`src/fsp_pkg.sv`:
```
// shared constants and carrier types of the flash self-program control
package fsp_pkg;

    // ======================================================
    // register placement
    localparam logic [7:0] DATA_ADDR = 8'h57; // data-space offset
    localparam logic [7:0] IO_ADDR = 8'h37; // i/o-space offset
    localparam logic [7:0] CTRL_RESET = 8'h00;

    // ======================================================
    // control register bit positions
    localparam int BIT_IRQ_EN = 7;
    localparam int BIT_CONC_BUSY = 6;
    localparam int BIT_SIG_READ = 5;
    localparam int BIT_REENABLE = 4;
    localparam int BIT_LOCK_SET = 3;
    localparam int BIT_PAGE_WRITE = 2;
    localparam int BIT_PAGE_ERASE = 1;
    localparam int BIT_STORE_EN = 0;

    // ======================================================
    // accepted command codes, bits 5..0 of a register write
    localparam logic [5:0] CMD_SIG_READ = 6'h21;
    localparam logic [5:0] CMD_REENABLE = 6'h11;
    localparam logic [5:0] CMD_LOCK_SET = 6'h09;
    localparam logic [5:0] CMD_PAGE_WRITE = 6'h05;
    localparam logic [5:0] CMD_PAGE_ERASE = 6'h03;
    localparam logic [5:0] CMD_BUF_LOAD = 6'h01;

    // ======================================================
    // arming windows in core clock cycles
    localparam logic [2:0] STORE_WINDOW = 3'h4;
    localparam logic [2:0] LOAD_WINDOW = 3'h3;

    // ======================================================
    // lock byte layout and value after reset
    localparam logic [7:0] LOCK_RESET = 8'hFF;
    localparam logic [7:0] LOCK_WRITABLE = 8'h3F; // bits 7,6 unused
    localparam int LOCK_MEM_LO = 0;
    localparam int LOCK_MEM_HI = 1;

    // ======================================================
    // first page of the halting section
    localparam logic [7:0] HALT_FIRST_PAGE = 8'hE0;

    // core instruction request towards the sequencer
    typedef struct packed {
        logic store; // store program memory instruction
        logic load; // load program memory instruction
        logic [15:0] z_ptr; // z pointer
        logic [7:0] low_data; // low data register
        logic [7:0] high_data; // high data register
    } fsp_cpu_req_s;

    // commands to the flash array and temporary buffer
    typedef struct packed {
        logic erase; // page erase start pulse
        logic write; // page write start pulse
        logic lock_write; // lock programming start pulse
        logic [7:0] page; // page select
        logic buf_wr; // buffer word load pulse
        logic buf_discard; // drop buffer content pulse
        logic [6:0] buf_idx; // buffer word index
        logic [15:0] buf_wdata; // buffer word
    } fsp_flash_cmd_s;

    // protection levels seen by the external programming ports
    typedef struct packed {
        logic prog_refuse; // flash/eeprom programming refused
        logic verify_refuse; // flash/eeprom verification refused
        logic fuse_locked; // fuse changes refused
        logic boot_lock_locked; // boot lock bits frozen
    } fsp_protect_s;

    typedef enum logic [2:0] {
        FSP_IDLE = 3'b001,
        FSP_ARMED = 3'b010,
        FSP_BUSY = 3'b100
    } fsp_state_e;

endpackage

```
`src/fsp_ctrl.sv`:
```
// flash self-program control and status register with its sequencer
`timescale 1ns/1ns
`default_nettype none

module fsp_ctrl (
    input wire logic core_clk, // core clock, 25 MHz
    input wire logic rstn, // async reset, active low
    input wire logic io_space, // address is an i/o offset
    input wire logic [7:0] io_addr, // register address
    input wire logic io_wr, // register write strobe
    input wire logic [7:0] io_wdata, // register write data
    output logic [7:0] io_rdata, // register read data
    input wire logic gie, // global interrupt enable
    input wire fsp_pkg::fsp_cpu_req_s cpu_req, // core instruction
    input wire logic [7:0] sig_data, // signature row byte
    input wire logic [7:0] fuse_data, // fuse byte for readback
    input wire logic flash_done, // array operation finished
    input wire logic chip_erase, // chip erase pulse
    output fsp_pkg::fsp_flash_cmd_s flash_cmd, // array commands
    output logic [7:0] load_data, // special load result
    output logic load_valid, // load_data overrides flash read
    output logic irq_req, // store ready interrupt request
    output logic cpu_stall, // core halted
    output logic conc_read_block, // concurrent section blocked
    output logic [7:0] lock_byte, // current lock bits
    output fsp_pkg::fsp_protect_s protect // external port protection
);

    // ======================================================
    // state record
    typedef struct packed {
        fsp_pkg::fsp_state_e state;
        logic [7:0] ctrl; // control and status register
        logic [2:0] age; // cycles since arming
        logic [7:0] lock; // lock byte
        logic buf_loaded; // buffer holds unwritten words
        logic op_halt; // running op targets halting section
        logic [7:0] load_data;
        logic load_valid;
        fsp_pkg::fsp_flash_cmd_s cmd;
    } fsp_regs_s;

    fsp_regs_s q;
    fsp_regs_s next_q;

    // ======================================================
    // helpers
    function automatic logic reg_hit(input logic space,
                                     input logic [7:0] addr);
        reg_hit = space ? (addr == fsp_pkg::IO_ADDR)
                        : (addr == fsp_pkg::DATA_ADDR);
    endfunction

    function automatic logic cmd_ok(input logic [5:0] cmd);
        cmd_ok = (cmd == fsp_pkg::CMD_SIG_READ) ||
                 (cmd == fsp_pkg::CMD_REENABLE) ||
                 (cmd == fsp_pkg::CMD_LOCK_SET) ||
                 (cmd == fsp_pkg::CMD_PAGE_WRITE) ||
                 (cmd == fsp_pkg::CMD_PAGE_ERASE) ||
                 (cmd == fsp_pkg::CMD_BUF_LOAD);
    endfunction

    logic hit;
    logic store_ok;
    logic load_ok;
    logic [5:0] armed_cmd;

    assign hit = reg_hit(io_space, io_addr);
    assign armed_cmd = q.ctrl[5:0];
    // store accepted only inside the window
    assign store_ok = (q.state == fsp_pkg::FSP_ARMED) &&
                      (q.age < fsp_pkg::STORE_WINDOW);
    assign load_ok = (q.state == fsp_pkg::FSP_ARMED) &&
                     (q.age < fsp_pkg::LOAD_WINDOW);

    // ======================================================
    // next state
    always_comb begin
        next_q = q;
        next_q.cmd.erase = 1'b0;
        next_q.cmd.write = 1'b0;
        next_q.cmd.lock_write = 1'b0;
        next_q.cmd.buf_wr = 1'b0;
        next_q.cmd.buf_discard = 1'b0;
        next_q.load_valid = 1'b0;

        // arming window ages only while armed
        if (q.state == fsp_pkg::FSP_ARMED) begin
            next_q.age = q.age + 3'h1;
        end

        if (q.state == fsp_pkg::FSP_ARMED &&
            q.age == fsp_pkg::STORE_WINDOW - 3'h1) begin
            next_q.ctrl[5:0] = 6'h00;
            next_q.state = fsp_pkg::FSP_IDLE;
        end

        if (cpu_req.load && load_ok &&
            armed_cmd == fsp_pkg::CMD_SIG_READ) begin
            next_q.load_data = sig_data;
            next_q.load_valid = 1'b1;
        end
        // z0 picks lock or fuse byte
        if (cpu_req.load && load_ok &&
            armed_cmd == fsp_pkg::CMD_LOCK_SET) begin
            next_q.load_data = cpu_req.z_ptr[0] ? q.lock : fuse_data;
            next_q.load_valid = 1'b1;
        end

        // stores outside the window fall through here
        if (cpu_req.store && store_ok) begin
            unique case (armed_cmd)
                fsp_pkg::CMD_SIG_READ: begin
                    next_q.state = q.state;
                end
                fsp_pkg::CMD_REENABLE: begin
                    next_q.ctrl[fsp_pkg::BIT_CONC_BUSY] = 1'b0;
                    next_q.ctrl[5:0] = 6'h00;
                    next_q.state = fsp_pkg::FSP_IDLE;
                end
                fsp_pkg::CMD_LOCK_SET: begin
                    // only low data, programmed bits stay 0
                    next_q.lock = q.lock & (cpu_req.low_data |
                                            ~fsp_pkg::LOCK_WRITABLE);
                    next_q.cmd.lock_write = 1'b1;
                    // a store at the last window cycle keeps bits
                    next_q.ctrl[5:0] = q.ctrl[5:0];
                    next_q.state = fsp_pkg::FSP_BUSY;
                end
                fsp_pkg::CMD_PAGE_WRITE,
                fsp_pkg::CMD_PAGE_ERASE: begin
                    next_q.cmd.page = cpu_req.z_ptr[15:8];
                    next_q.cmd.write =
                        (armed_cmd == fsp_pkg::CMD_PAGE_WRITE);
                    next_q.cmd.erase =
                        (armed_cmd == fsp_pkg::CMD_PAGE_ERASE);
                    next_q.op_halt = (cpu_req.z_ptr[15:8] >=
                                      fsp_pkg::HALT_FIRST_PAGE);
                    if (cpu_req.z_ptr[15:8] < fsp_pkg::HALT_FIRST_PAGE) begin
                        next_q.ctrl[fsp_pkg::BIT_CONC_BUSY] = 1'b1;
                    end
                    if (armed_cmd == fsp_pkg::CMD_PAGE_WRITE) begin
                        next_q.buf_loaded = 1'b0;
                    end
                    // timeout above must not drop store enable
                    next_q.ctrl[5:0] = q.ctrl[5:0];
                    next_q.state = fsp_pkg::FSP_BUSY;
                end
                fsp_pkg::CMD_BUF_LOAD: begin
                    // word address z 7:1, z0 ignored
                    next_q.cmd.buf_wr = 1'b1;
                    next_q.cmd.buf_idx = cpu_req.z_ptr[7:1];
                    next_q.cmd.buf_wdata = {cpu_req.high_data,
                                            cpu_req.low_data};
                    next_q.buf_loaded = 1'b1;
                    next_q.ctrl[fsp_pkg::BIT_CONC_BUSY] = 1'b0;
                    next_q.ctrl[5:0] = 6'h00;
                    next_q.state = fsp_pkg::FSP_IDLE;
                end
                default: begin
                    next_q.state = q.state;
                end
            endcase
        end

        if (q.state == fsp_pkg::FSP_BUSY && flash_done) begin
            next_q.ctrl[5:0] = 6'h00;
            next_q.op_halt = 1'b0;
            next_q.state = fsp_pkg::FSP_IDLE;
        end

        // register write; command field only when not busy
        if (io_wr && hit) begin
            next_q.ctrl[fsp_pkg::BIT_IRQ_EN] =
                io_wdata[fsp_pkg::BIT_IRQ_EN];
            // refused while erase or write in progress
            if (q.state != fsp_pkg::FSP_BUSY && cmd_ok(io_wdata[5:0])) begin
                next_q.ctrl[5:0] = io_wdata[5:0];
                next_q.age = 3'h0;
                next_q.state = fsp_pkg::FSP_ARMED;
                if (io_wdata[5:0] == fsp_pkg::CMD_REENABLE &&
                    q.buf_loaded) begin
                    next_q.cmd.buf_discard = 1'b1;
                    next_q.buf_loaded = 1'b0;
                end
            end
        end

        // only chip erase or reset returns lock bits to one
        if (chip_erase) begin
            next_q.lock = fsp_pkg::LOCK_RESET;
        end
    end

    // ======================================================
    // state register
    always_ff @(posedge core_clk or negedge rstn) begin
        if (!rstn) begin
            q.state <= fsp_pkg::FSP_IDLE;
            q.ctrl <= fsp_pkg::CTRL_RESET;
            q.age <= 3'h0;
            q.lock <= fsp_pkg::LOCK_RESET;
            q.buf_loaded <= 1'b0;
            q.op_halt <= 1'b0;
            q.load_data <= 8'h00;
            q.load_valid <= 1'b0;
            q.cmd <= '0;
        end else begin
            q <= next_q;
        end
    end

    // ======================================================
    // outputs
    // read data is a mux of flops; no read side effects exist
    assign io_rdata = hit ? q.ctrl : 8'h00;
    assign flash_cmd = q.cmd;
    assign load_data = q.load_data;
    assign load_valid = q.load_valid;
    assign lock_byte = q.lock;

    // level request while store enable is clear
    assign irq_req = q.ctrl[fsp_pkg::BIT_IRQ_EN] && gie &&
                     !q.ctrl[fsp_pkg::BIT_STORE_EN];

    // stall for the whole halting-section operation
    assign cpu_stall = (q.state == fsp_pkg::FSP_BUSY) && q.op_halt;

    // reads blocked while the flag is set
    assign conc_read_block = q.ctrl[fsp_pkg::BIT_CONC_BUSY];

    // memory lock pair sits in bits 1..0
    // mode two, low bit programmed only
    always_comb begin
        protect.prog_refuse = !q.lock[fsp_pkg::LOCK_MEM_LO] ||
                              !q.lock[fsp_pkg::LOCK_MEM_HI];
        protect.fuse_locked = protect.prog_refuse;
        protect.verify_refuse = !q.lock[fsp_pkg::LOCK_MEM_LO] &&
                                !q.lock[fsp_pkg::LOCK_MEM_HI];
        protect.boot_lock_locked = protect.verify_refuse;
    end

endmodule

`default_nettype wire

```
`config.mk`:
```
export PLATFORM = sky130hd
export DESIGN_NAME = fsp_ctrl
export DESIGN_NICKNAME = d
export VERILOG_FILES = /design/src/fsp_pkg.sv /design/src/fsp_ctrl.sv
export SDC_FILE = /design/constraint.sdc
export NUM_CORES = 1
export LEC_CHECK = 0
export BUFFER_PORTS_ARGS = -buffer_cell sky130_fd_sc_hd__buf_2
export CAP_MARGIN = 10
export CORE_UTILIZATION = 50
export DETAILED_ROUTE_END_ITERATION = 10
export GPL_TIMING_DRIVEN = 0
export PLACE_DENSITY = 0.81
export SLEW_MARGIN = 5
export SYNTH_ARGS = -nofsm -noshare
export SYNTH_HDL_FRONTEND = slang
export SYNTH_SLANG_ARGS = --single-unit
```
`constraint.sdc`:
```
create_clock -name core_clk -period 3.1 [get_ports core_clk]
set_input_delay 0.775 -clock core_clk [delete_from_list [all_inputs] [get_ports core_clk]]
set_output_delay 0.775 -clock core_clk [all_outputs]
set_load 0.01 [all_outputs]
```
==> results of run 1 <==
metal layers:
| layer | vias to the layer above | share of wire, % |
|---|---|---|
| met3 | 17 | 4.7 |
| li1 | 1406 | - |
| met2 | 91 | 51 |
| met4 | 0 | 2.3 |
| met1 | 1417 | 42 |
| met5 | - | 0 |
layout make-up:
cell class	instances	area share (%)
Buffer	69	10.7
Clock buffer	10	2.91
Clock inverter	6	0.847
Inverter	7	0.662
Multi-Input combinational cell	183	31.3
Sequential cell	68	36.2
Tap cell	99	2.62
Timing Repair Buffer	139	14.8
power groups by stage:
stage                     sequential (mW)  clock [mW]  combinational [mW]
after detailed placement            0.945           0               0.152
after global routing                0.930       0.709               0.169
after CTS                           0.928       0.671               0.153
after global placement              0.944           0               0.146
final                               0.928       0.656               0.151
after floorplan                     0.939           0              0.0711
synth_stat cells, drive strengths merged (5+ instances only):
master	count
a2111oi	6
a21oi	7
and2	10
and3	5
buf	64
clkbuf	5
dfrtp	60
dfstp	8
inv	6
mux2	36
nand2	5
nand2b	8
nand3	10
nand4	7
nor2	10
nor2b	8
o21ai	17
o31ai	7
worst register-to-register path: stages, from the launching register on:
cell and delay (ns):
dfrtp_1 0.45, nor3b_4 0.42, nand4_2 0.23, or2_1 0.27, buf_6 0.15, clkinv_4 0.10, buf_12 0.15, mux2_4 0.31
sequential cells by signal, indices dropped and copies added, names as in the netlist:
name             flops
load_data            8
armed_cmd            6
load_valid           1
conc_read_block      1
q                    9
flash_cmd           36
lock_byte            7
path summary, 6_finish.rpt:
path | slack [ns] | start | end
min in group asynchronous | 0.54 | rstn | load_data[1]
hold / removal | 0.50 | lock_byte[2] | lock_byte[2]
hold reg to reg | 0.50 | lock_byte[2] | lock_byte[2]
max in group asynchronous | 2.01 | rstn | flash_cmd[10]
setup / recovery | 0.1 | io_space | io_rdata[0]
setup reg to reg | 0.90 | q[68] | flash_cmd[15]
logic make-up after synthesis:
| logic type | after synthesis | share of synthesized area (%) |
|---|---|---|
| and+or+nand+nor | 84 | 14.8 |
| xor gates and xnor gates | 4 | 0.941 |
| AOI/OAI and AO/OA | 52 | 10.1 |
| adders and majority gates | 3 | 0.940 |
| muxes | 40 | 12.9 |
| DFF | 68 | 46.0 |
| buffers and inverters | 76 | 14.3 |
==> key figures, run 1 <==
Global route
  – Layer with the highest usage: met2
  – Routing usage on met1: 26.7%
  – Total congestion overflow: 0
  – Vias in the first global route: 2821
  – GR met2 Demand/Resource: 35.7%
  – Grt met3 use: ~4.2%
  – Total track usage: approximately a fifth
  – First-pass GRT wire length: 12800 um
  – Largest net degree at the start of global routing: between 60 and 70
  – Antenna violations before repair: 0

Final layout
  – Synthesis-to-finish area growth: 26.9%
  – Fin util: approximately two thirds
  – Commonest cells after routing, fill and taps aside: 142 x buf_2, 60 x dfrtp_1, 57 x buf_4
  – Post-layout nets: between 500 and 600
  – Most common cell after layout, fill and taps aside: buf_2
  – Final cell count without fillers: about 580
  – Multi-input gate area in the final layout: approximately 1500 um2
  – Post-layout instance area: around 4700 um2
  – # diodes: 0
  – Fillers: 620
  – Sequential Area: around 1700 um2
  – Layout cells sized above 1: between 50% and 60%

Place
  – Placed inst area: about 4500 um2
  – Buffers on Ports: roughly 140
  – Placer Congestion: 0.849
  – Hpwl dp: 6030 um
  – Placement Setup Slack: -0.0673 ns
  – Placed cells: between 500 and 600

Run
  – Max-Cap Viols: 0

Synth
  – Ys flop type: dfrtp_1
  – Async SR Flop Fraction: 100%
  – YS warnings: 0
  – Synth top area share: between 40% and 50%
  – Cell variety after synth: 60
  – Number of synthesized flops with an enable pin: 0
  – Top cells by area, synth: dfrtp_1 40%, buf_4 11%, mux2_2 8.2%, dfstp_2 5.6%, mux2_4 3.6%
  – Syn Inst Count: roughly 330
  – Syn_nets: around 400
  – Synth Cell Area: 3720 um2
  – Register area share after synthesis: 46.0%
  – Mean post-synth cell area: 11.4 um2
  – Area leader, netlist: dfrtp_1
  – #FFs+latches synth: between 60 and 70

Route
  – Post-route ant nets: 0
  – Vias: 2931
  – Starting DRT DRC Count: approximately 120
  – First-pass DRT Iterations: 6
  – DRC Markers: 0
  – Vias per inst: 5.04
  – WL/cell: ~14 um
  – Routed wire length: about 8000 um

Critical path
  – Critical path data arrival time: between 2 and 2.5 ns
  – Critical Path End Type: output pin
  – Crit path max fanout: 10
  – WP buf/inv: 3
  – Most used cell, CP: buf_2
  – Worst Reg2Reg Path Length in Cells: 7
  – Worst setup path class: in2out
  – Critical path's top delay family: simple AND/OR/NAND/NOR gates
  – Worst path depth: 6
  – Startpoint types: input pin
  – Slowest stage delay, CP: between 0.4 and 0.5 ns
  – Critical path data required time: between 2 and 2.5 ns
  – Slowest CP cell: a2111oi_4
  – Cells along the critical path: buf_2 -> or3b_4 -> a2111oi_4 -> buf_4 -> and2_1 -> buf_2

Clock network
  – Cts repair resizes: 1
  – Sink Count: 68
  – Worst-path clk slew: about 0.07 ns
  – Hold buffer count at cts: 0
  – Post-CTS Repair Setup Buffers: 0
  – Clock buffer depth: 2
  – CTS root buf: clkbuf_8
  – Htree depth: 3
  – TritonCTS Buffers: 9
  – TritonCTS clock tree: yes
  – Clock Latency Late Sink: roughly 0.34 ns

STA
  – Sum Neg Setup Slack: 0 ns
  – RSZ-0062 raised after global routing: no
  – Achievable clock frequency: ~330 MHz
  – Slew HR: 43.9%
  – Final setup vio count: 0
  – Worst hold margin: about 0.50 ns
  – Post-route clock period utilization: between 90% and 100%
  – Final Critical Period: 3.00 ns
  – Clock skew: 0.0106 ns
  – Final slew viol count: 0
  – Post-route setup slack: between 0.09 and 0.1 ns
  – Slew at the pin closest to its max-slew limit: 0.842 ns
  – Hold Vio Cnt, Final: 0

Worst hold path
  – Hold path depth: 2
  – HP Class: reg2reg

Power and ir drop
  – Flop pwr share: 53.5%
  – P_int: between 1 and 1.5 mW
  – Pleak: about 2.5 nW
  – Switching share of total power: 25.6%
  – Psw: roughly 440 uW
  – PwrDens: 367 nW/um2
  – Comb pwr share: 8.7%
  – Peak supply drop: approximately 0.34 mV
  – Clock power frac: 37.8%
  – Total Power: approximately 1.7 mW

Floorplanning
  – IO Pins: roughly 140
  – Die area: 7800 um2
  – Initial Util: between 50 and 60%
  – Core ar.: 7210 um2
  – Die width: 88.3 um
  – DIE HEIGHT: roughly 88 um
  – Row count: 31

Status
  – Status: completed
(Power assumes the default switching activity.)
==> run 2: changes to the inputs <==
- CTS_CLUSTER_SIZE: unset -> 8
- clock period: 3.1 -> 3.4 ns (I/O delays scaled with it)
==> key figures, run 2 (same netlist as run 1, synthesis figures left out) <==
Status
  – Status: completed

Route
  – Routed wire length: 8070 um (+0.45%)
  – Vias per inst: 5.06 (+0.31%)
  – Starting DRT DRC Count: 132 (+7.3%)
  – Vias: 2940 (+0.31%)
  – Post-route ant nets: 0 (unchanged)
  – DRC Markers: 0 (unchanged)
  – WL/cell: 13.9 um (+0.45%)
  – First-pass DRT Iterations: 6 (unchanged)

Global route
  – First-pass GRT wire length: 12800 um (unchanged)
  – Antenna violations before repair: 0 (unchanged)
  – Total congestion overflow: 0 (unchanged)
  – Vias in the first global route: 2821 (unchanged)
  – Total track usage: 21.3% (unchanged)
  – Largest net degree at the start of global routing: 69 (unchanged)

Clock network
  – Worst-path clk slew: 0.07 ns (about the same)
  – Htree depth: 3 (unchanged)
  – TritonCTS Buffers: 9 (unchanged)
  – CTS root buf: clkbuf_8
  – Clock Latency Late Sink: 0.33 ns (about the same)
  – Post-CTS Repair Setup Buffers: 0 (unchanged)
  – Sink Count: 68 (unchanged)
  – TritonCTS clock tree: yes
  – Clock buffer depth: 2 (unchanged)

Critical path
  – Startpoint types: input pin
  – Most used cell, CP: buf_2
  – Cells along the critical path: buf_2 -> or3b_4 -> a2111oi_4 -> clkbuf_2 -> and2_1 -> buf_2
  – Critical path data arrival time: 2.37 ns (+0.14 ns)
  – Worst setup path class: in2out
  – Slowest stage delay, CP: 0.46 ns (about the same)
  – Worst path depth: 6 (unchanged)
  – WP buf/inv: 3 (unchanged)
  – Slowest CP cell: a2111oi_4
  – Critical Path End Type: output pin
  – Crit path max fanout: 10 (unchanged)
  – Worst R2R Setup Slack: 1.21 ns (+0.31 ns)
  – Critical path's top delay family: simple AND/OR/NAND/NOR gates
  – Worst Reg2Reg Path Length in Cells: 7 (unchanged)
  – Critical path data required time: 2.55 ns (+0.23 ns)

STA
  – RSZ-0062 raised after global routing: no
  – Final Critical Period: ~3.2 ns
  – Slew at the pin closest to its max-slew limit: 0.858 ns (+0.0158 ns)
  – Clock skew: 0.00959 ns (-0.000963 ns)
  – Post-route clock period utilization: around 95%
  – Final slew viol count: 0 (unchanged)
  – Final setup vio count: 0 (unchanged)
  – Achievable clock frequency: 310 MHz
  – Slew HR: 42.8% (-1.1 points)
  – Sum Neg Setup Slack: 0 ns (unchanged)
  – Hold Vio Cnt, Final: 0 (unchanged)

Floorplanning
  – DIE HEIGHT: 88.3 um (unchanged)
  – Die area: 7800 um2 (unchanged)
  – IO Pins: 141 (unchanged)
  – Row count: 31 (unchanged)
  – Initial Util: 51.6% (unchanged)
  – Core ar.: 7210 um2 (unchanged)
  – Die width: 88.3 um (unchanged)

Power and ir drop
  – PwrDens: 335 nW/um2 (-8.8%)
  – Peak supply drop: 0.305 mV (-8.8%)
  – Total Power: 1.58 mW (-8.8%)
  – Pleak: 2.53 nW (about the same)

Place
  – Hpwl dp: 6030 um (unchanged)
  – Buffers on Ports: 139 (unchanged)
  – Placer Congestion: 0.849 (unchanged)

Worst hold path
  – HP Class: reg2reg
  – Hold path depth: 2 (unchanged)

Final layout
  – # diodes: 0 (unchanged)
  – Commonest cells after routing, fill and taps aside: 142 x buf_2, 60 x dfrtp_1, 56 x buf_4
  – Layout cells sized above 1: 57.1% (unchanged)
  – Post-layout nets: 552 (unchanged)
  – Synthesis-to-finish area growth: 26.9% (about the same)
  – Most common cell after layout, fill and taps aside: buf_2
  – Fin util: 65.5% (about the same)
  – Max reg flops: 36 (unchanged)

Run
  – Max-Cap Viols: 0 (unchanged)
[run 2: layout make-up]
| type | count | area, um2 |
|---|---|---|
| multi-input cells | 183 | 1480 |
| plain buffers | 69 | 504 |
| inverters | 7 | 31.3 |
| clock inverters | 6 | 40.0 |
| fillers | 621 | 2490 |
| clock buffers | 10 | 138 |
| repair buffers | 139 | 698 |
| flip-flops and latches | 68 | 1710 |
| well taps | 99 | 124 |
[run 2: stage by stage]
step	area, um2	setup slack [ns]	std cells	hold WS, ns
6_report	4730	0.175	581	0.497
4_1_cts	4720	0.0827	581	0.500
3_5_place_dp	4550	0.0827	565	0.487
3_3_place_gp	4540	0.122	565	0.483
2_1_floorplan	3720	0.463	327	0.468
5_1_grt	4730	0.0822	581	0.523
[run 2: per-layer routing]
layer	share of wire [%]	up-vias	GRT usage (%)
met1	42	1415	26.7
li1	-	1408	-
met5	0	-	0
met3	5.1	15	4.20
met2	51	102	35.7
met4	2.2	0	9.68
[run 2: final timing paths]
check	startpoint	end
setup / recovery	io_space	io_rdata[0]
hold / removal	lock_byte[2]	lock_byte[2]
setup reg to reg	q[68]	flash_cmd[15]
hold reg to reg	lock_byte[2]	lock_byte[2]
max in group asynchronous	rstn	flash_cmd[10]
min in group asynchronous	rstn	load_data[1]
[run 2: worst reg2reg max path: stages, from the launching register on]
cell      delay (ns)
dfrtp_1         0.45
nor3b_4         0.41
nand4_2         0.23
or2_1           0.27
buf_6           0.15
clkinv_4        0.10
buf_12          0.15
mux2_4          0.31
[run 2: what timing repair did]
action | CTS | global route
endpoints found under the setup margin | 0 | 8
endpoints found under the hold margin | 0 | 0
resized for setup | 0 | 2
hold buffers | 0 | 0
[run 2: where the power goes]
part | internal [mW] | total [mW] | switching [mW]
Sequential | 0.825 | 0.846 | 0.0209
Combinational | 0.0687 | 0.138 | 0.0691
Clock | 0.283 | 0.598 | 0.315
==> run 3: changes to the inputs <==
- CTS_CLUSTER_DIAMETER: unset -> 40
- HOLD_SLACK_MARGIN: unset -> 0.02
- PLACE_DENSITY: 0.81 -> 0.93
==> key figures, run 3 (same netlist as run 1, synthesis figures left out) <==
Status
  – Status: completed

Global route
  – First-pass GRT wire length: 13100 um (+2.2%)
  – Total track usage: 22.1% (+0.81 points)
  – Largest net degree at the start of global routing: 69 (unchanged)
  – Antenna violations before repair: 0 (unchanged)
  – Total congestion overflow: 0 (unchanged)
  – Vias in the first global route: 2778 (-1.5%)

Clock network
  – CTS root buf: clkbuf_8
  – Clock Latency Late Sink: 0.34 ns (about the same)
  – Post-CTS Repair Setup Buffers: 0 (unchanged)
  – Htree depth: 3 (unchanged)
  – Worst-path clk slew: 0.07 ns (about the same)
  – TritonCTS clock tree: yes
  – Cts repair resizes: 0 (unchanged)
  – TritonCTS Buffers: 9 (unchanged)
  – Clock buffer depth: 2 (unchanged)
  – Hold buffer count at cts: 0 (unchanged)
  – Sink Count: 68 (unchanged)

Final layout
  – Synthesis-to-finish area growth: 29.2%
  – Fin util: 66.7% (+1.2 points)
  – Most common cell after layout, fill and taps aside: buf_2
  – Post-layout nets: 552 (unchanged)
  – Commonest cells after routing, fill and taps aside: 142 x buf_2, 60 x dfrtp_1, 56 x buf_4
  – Fillers: 554 (-11%)
  – Max reg flops: 36 (unchanged)
  – # diodes: 0 (unchanged)
  – Layout cells sized above 1: 56.8% (-0.21 points)

STA
  – Final Critical Period: 3.17 ns (-0.0502 ns)
  – Achievable clock frequency: 315 MHz (+1.6%)
  – Post-route clock period utilization: 93.4% (-1.5 points)
  – RSZ-0062 raised after global routing: no
  – Hold Vio Cnt, Final: 0 (unchanged)
  – Slew at the pin closest to its max-slew limit: 0.857 ns (-0.00108 ns)
  – Final setup vio count: 0 (unchanged)
  – Clock skew: 0.00863 ns (-0.000957 ns)
  – Slew HR: 42.9% (+0.072 points)
  – Final slew viol count: 0 (unchanged)
  – Sum Neg Setup Slack: 0 ns (unchanged)

Power and ir drop
  – PwrDens: 387 nW/um2 (+16%)
  – Peak supply drop: 0.363 mV (+19%)
  – Pleak: 2.56 nW (+1.4%)

Critical path
  – Worst setup path class: in2out
  – RR Startpoint: q[68]
  – Critical Path End Type: output pin
  – Worst Reg2Reg Path Length in Cells: 7 (unchanged)
  – Worst R2R Setup Slack: 1.18 ns (-0.03 ns)
  – Critical path data arrival time: 2.32 ns (-0.05 ns)
  – Crit path max fanout: 10 (unchanged)
  – Critical path data required time: 2.55 ns (about the same)
  – Reg-to-Reg End: flash_cmd[15]
  – Startpoint types: input pin

Route
  – First-pass DRT Iterations: 4 (-2)
  – DRC Markers: 0 (unchanged)
  – Starting DRT DRC Count: 133 (+0.76%)
  – Post-route ant nets: 0 (unchanged)
  – Vias: 2973 (+1.1%)
  – WL/cell: 14.7 um (+5.8%)
  – Vias per inst: 5.12 (+1.1%)
  – Routed wire length: 8540 um (+5.8%)

Place
  – Placer Congestion: 0.829 (-2.3%)
  – Buffers on Ports: 139 (unchanged)
  – Hpwl dp: 6430 um (+6.7%)

Floorplanning
  – Core ar.: 7210 um2 (unchanged)
  – Die width: 88.3 um (unchanged)
  – DIE HEIGHT: 88.3 um (unchanged)
  – IO Pins: 141 (unchanged)
  – Row count: 31 (unchanged)
  – Die area: 7800 um2 (unchanged)
  – Initial Util: 51.6% (unchanged)

Run
  – Max-Cap Viols: 0 (unchanged)

Worst hold path
  – Worst hold endpoint: lock_byte[4]
  – Hold_sp: lock_byte[4]
  – HP Class: reg2reg
  – Hold path depth: 2 (unchanged)
[run 3: worst max-delay path: stages]
cell and delay (ns):
buf_2 0.11, or3b_4 0.40, a2111oi_4 0.43, clkbuf_2 0.26
and2_1 0.15, buf_2 0.12
[run 3: power by group]
group / switching, mW / total, mW / internal (mW)
Clock: 0.315 / 0.878 / 0.563
Combinational: 0.0708 / 0.140 / 0.0690
Sequential: 0.0213 / 0.847 / 0.825
[run 3: layer usage]
| metal | up-vias | GRT usage (%) | wire, um |
|---|---|---|---|
| met4 | 0 | 13.0 | 227 |
| met1 | 1448 | 27.7 | 3540 |
| met3 | 18 | 3.45 | 376 |
| li1 | 1411 | - | - |
| met5 | - | 0 | 0 |
| met2 | 96 | 36.3 | 4390 |
[run 3: worst max path at each step]
stage	start	endpoint
floorplan	io_space	io_rdata[0]
global placement	io_space	io_rdata[0]
detailed placement	io_space	io_rdata[3]
CTS	io_space	io_rdata[3]
global route	io_space	io_rdata[3]
finish	io_space	io_rdata[3]
[run 3: cell type report]
type / instances / area [um2] / share of cell area, %
plain buffers: 69 / 504 / 10.5
multi-input cells: 183 / 1480 / 30.7
repair buffers: 139 / 698 / 14.5
clock buffers: 10 / 128 / 2.65
inverters: 7 / 31.3 / 0.650
clock inverters: 6 / 136 / 2.83
flip-flops and latches: 68 / 1710 / 35.6
well taps: 99 / 124 / 2.57
[run 3: through the flow]
| stage | std cells | instance area, um2 | total power, mW | hold slack, ns | worst slack [ns] |
|---|---|---|---|---|---|
| 6_report | 581 | 4810 | 1.86 | 0.501 | 0.225 |
| 5_1_grt | 581 | 4810 | 1.93 | 0.520 | 0.113 |
| 4_1_cts | 581 | 4810 | 1.88 | 0.500 | 0.102 |
| 3_5_place_dp | 565 | 4550 | 1.00 | 0.488 | 0.103 |
| 3_3_place_gp | 565 | 4540 | 0.992 | 0.485 | 0.120 |
| 2_1_floorplan | 327 | 3720 | 0.921 | 0.468 | 0.463 |
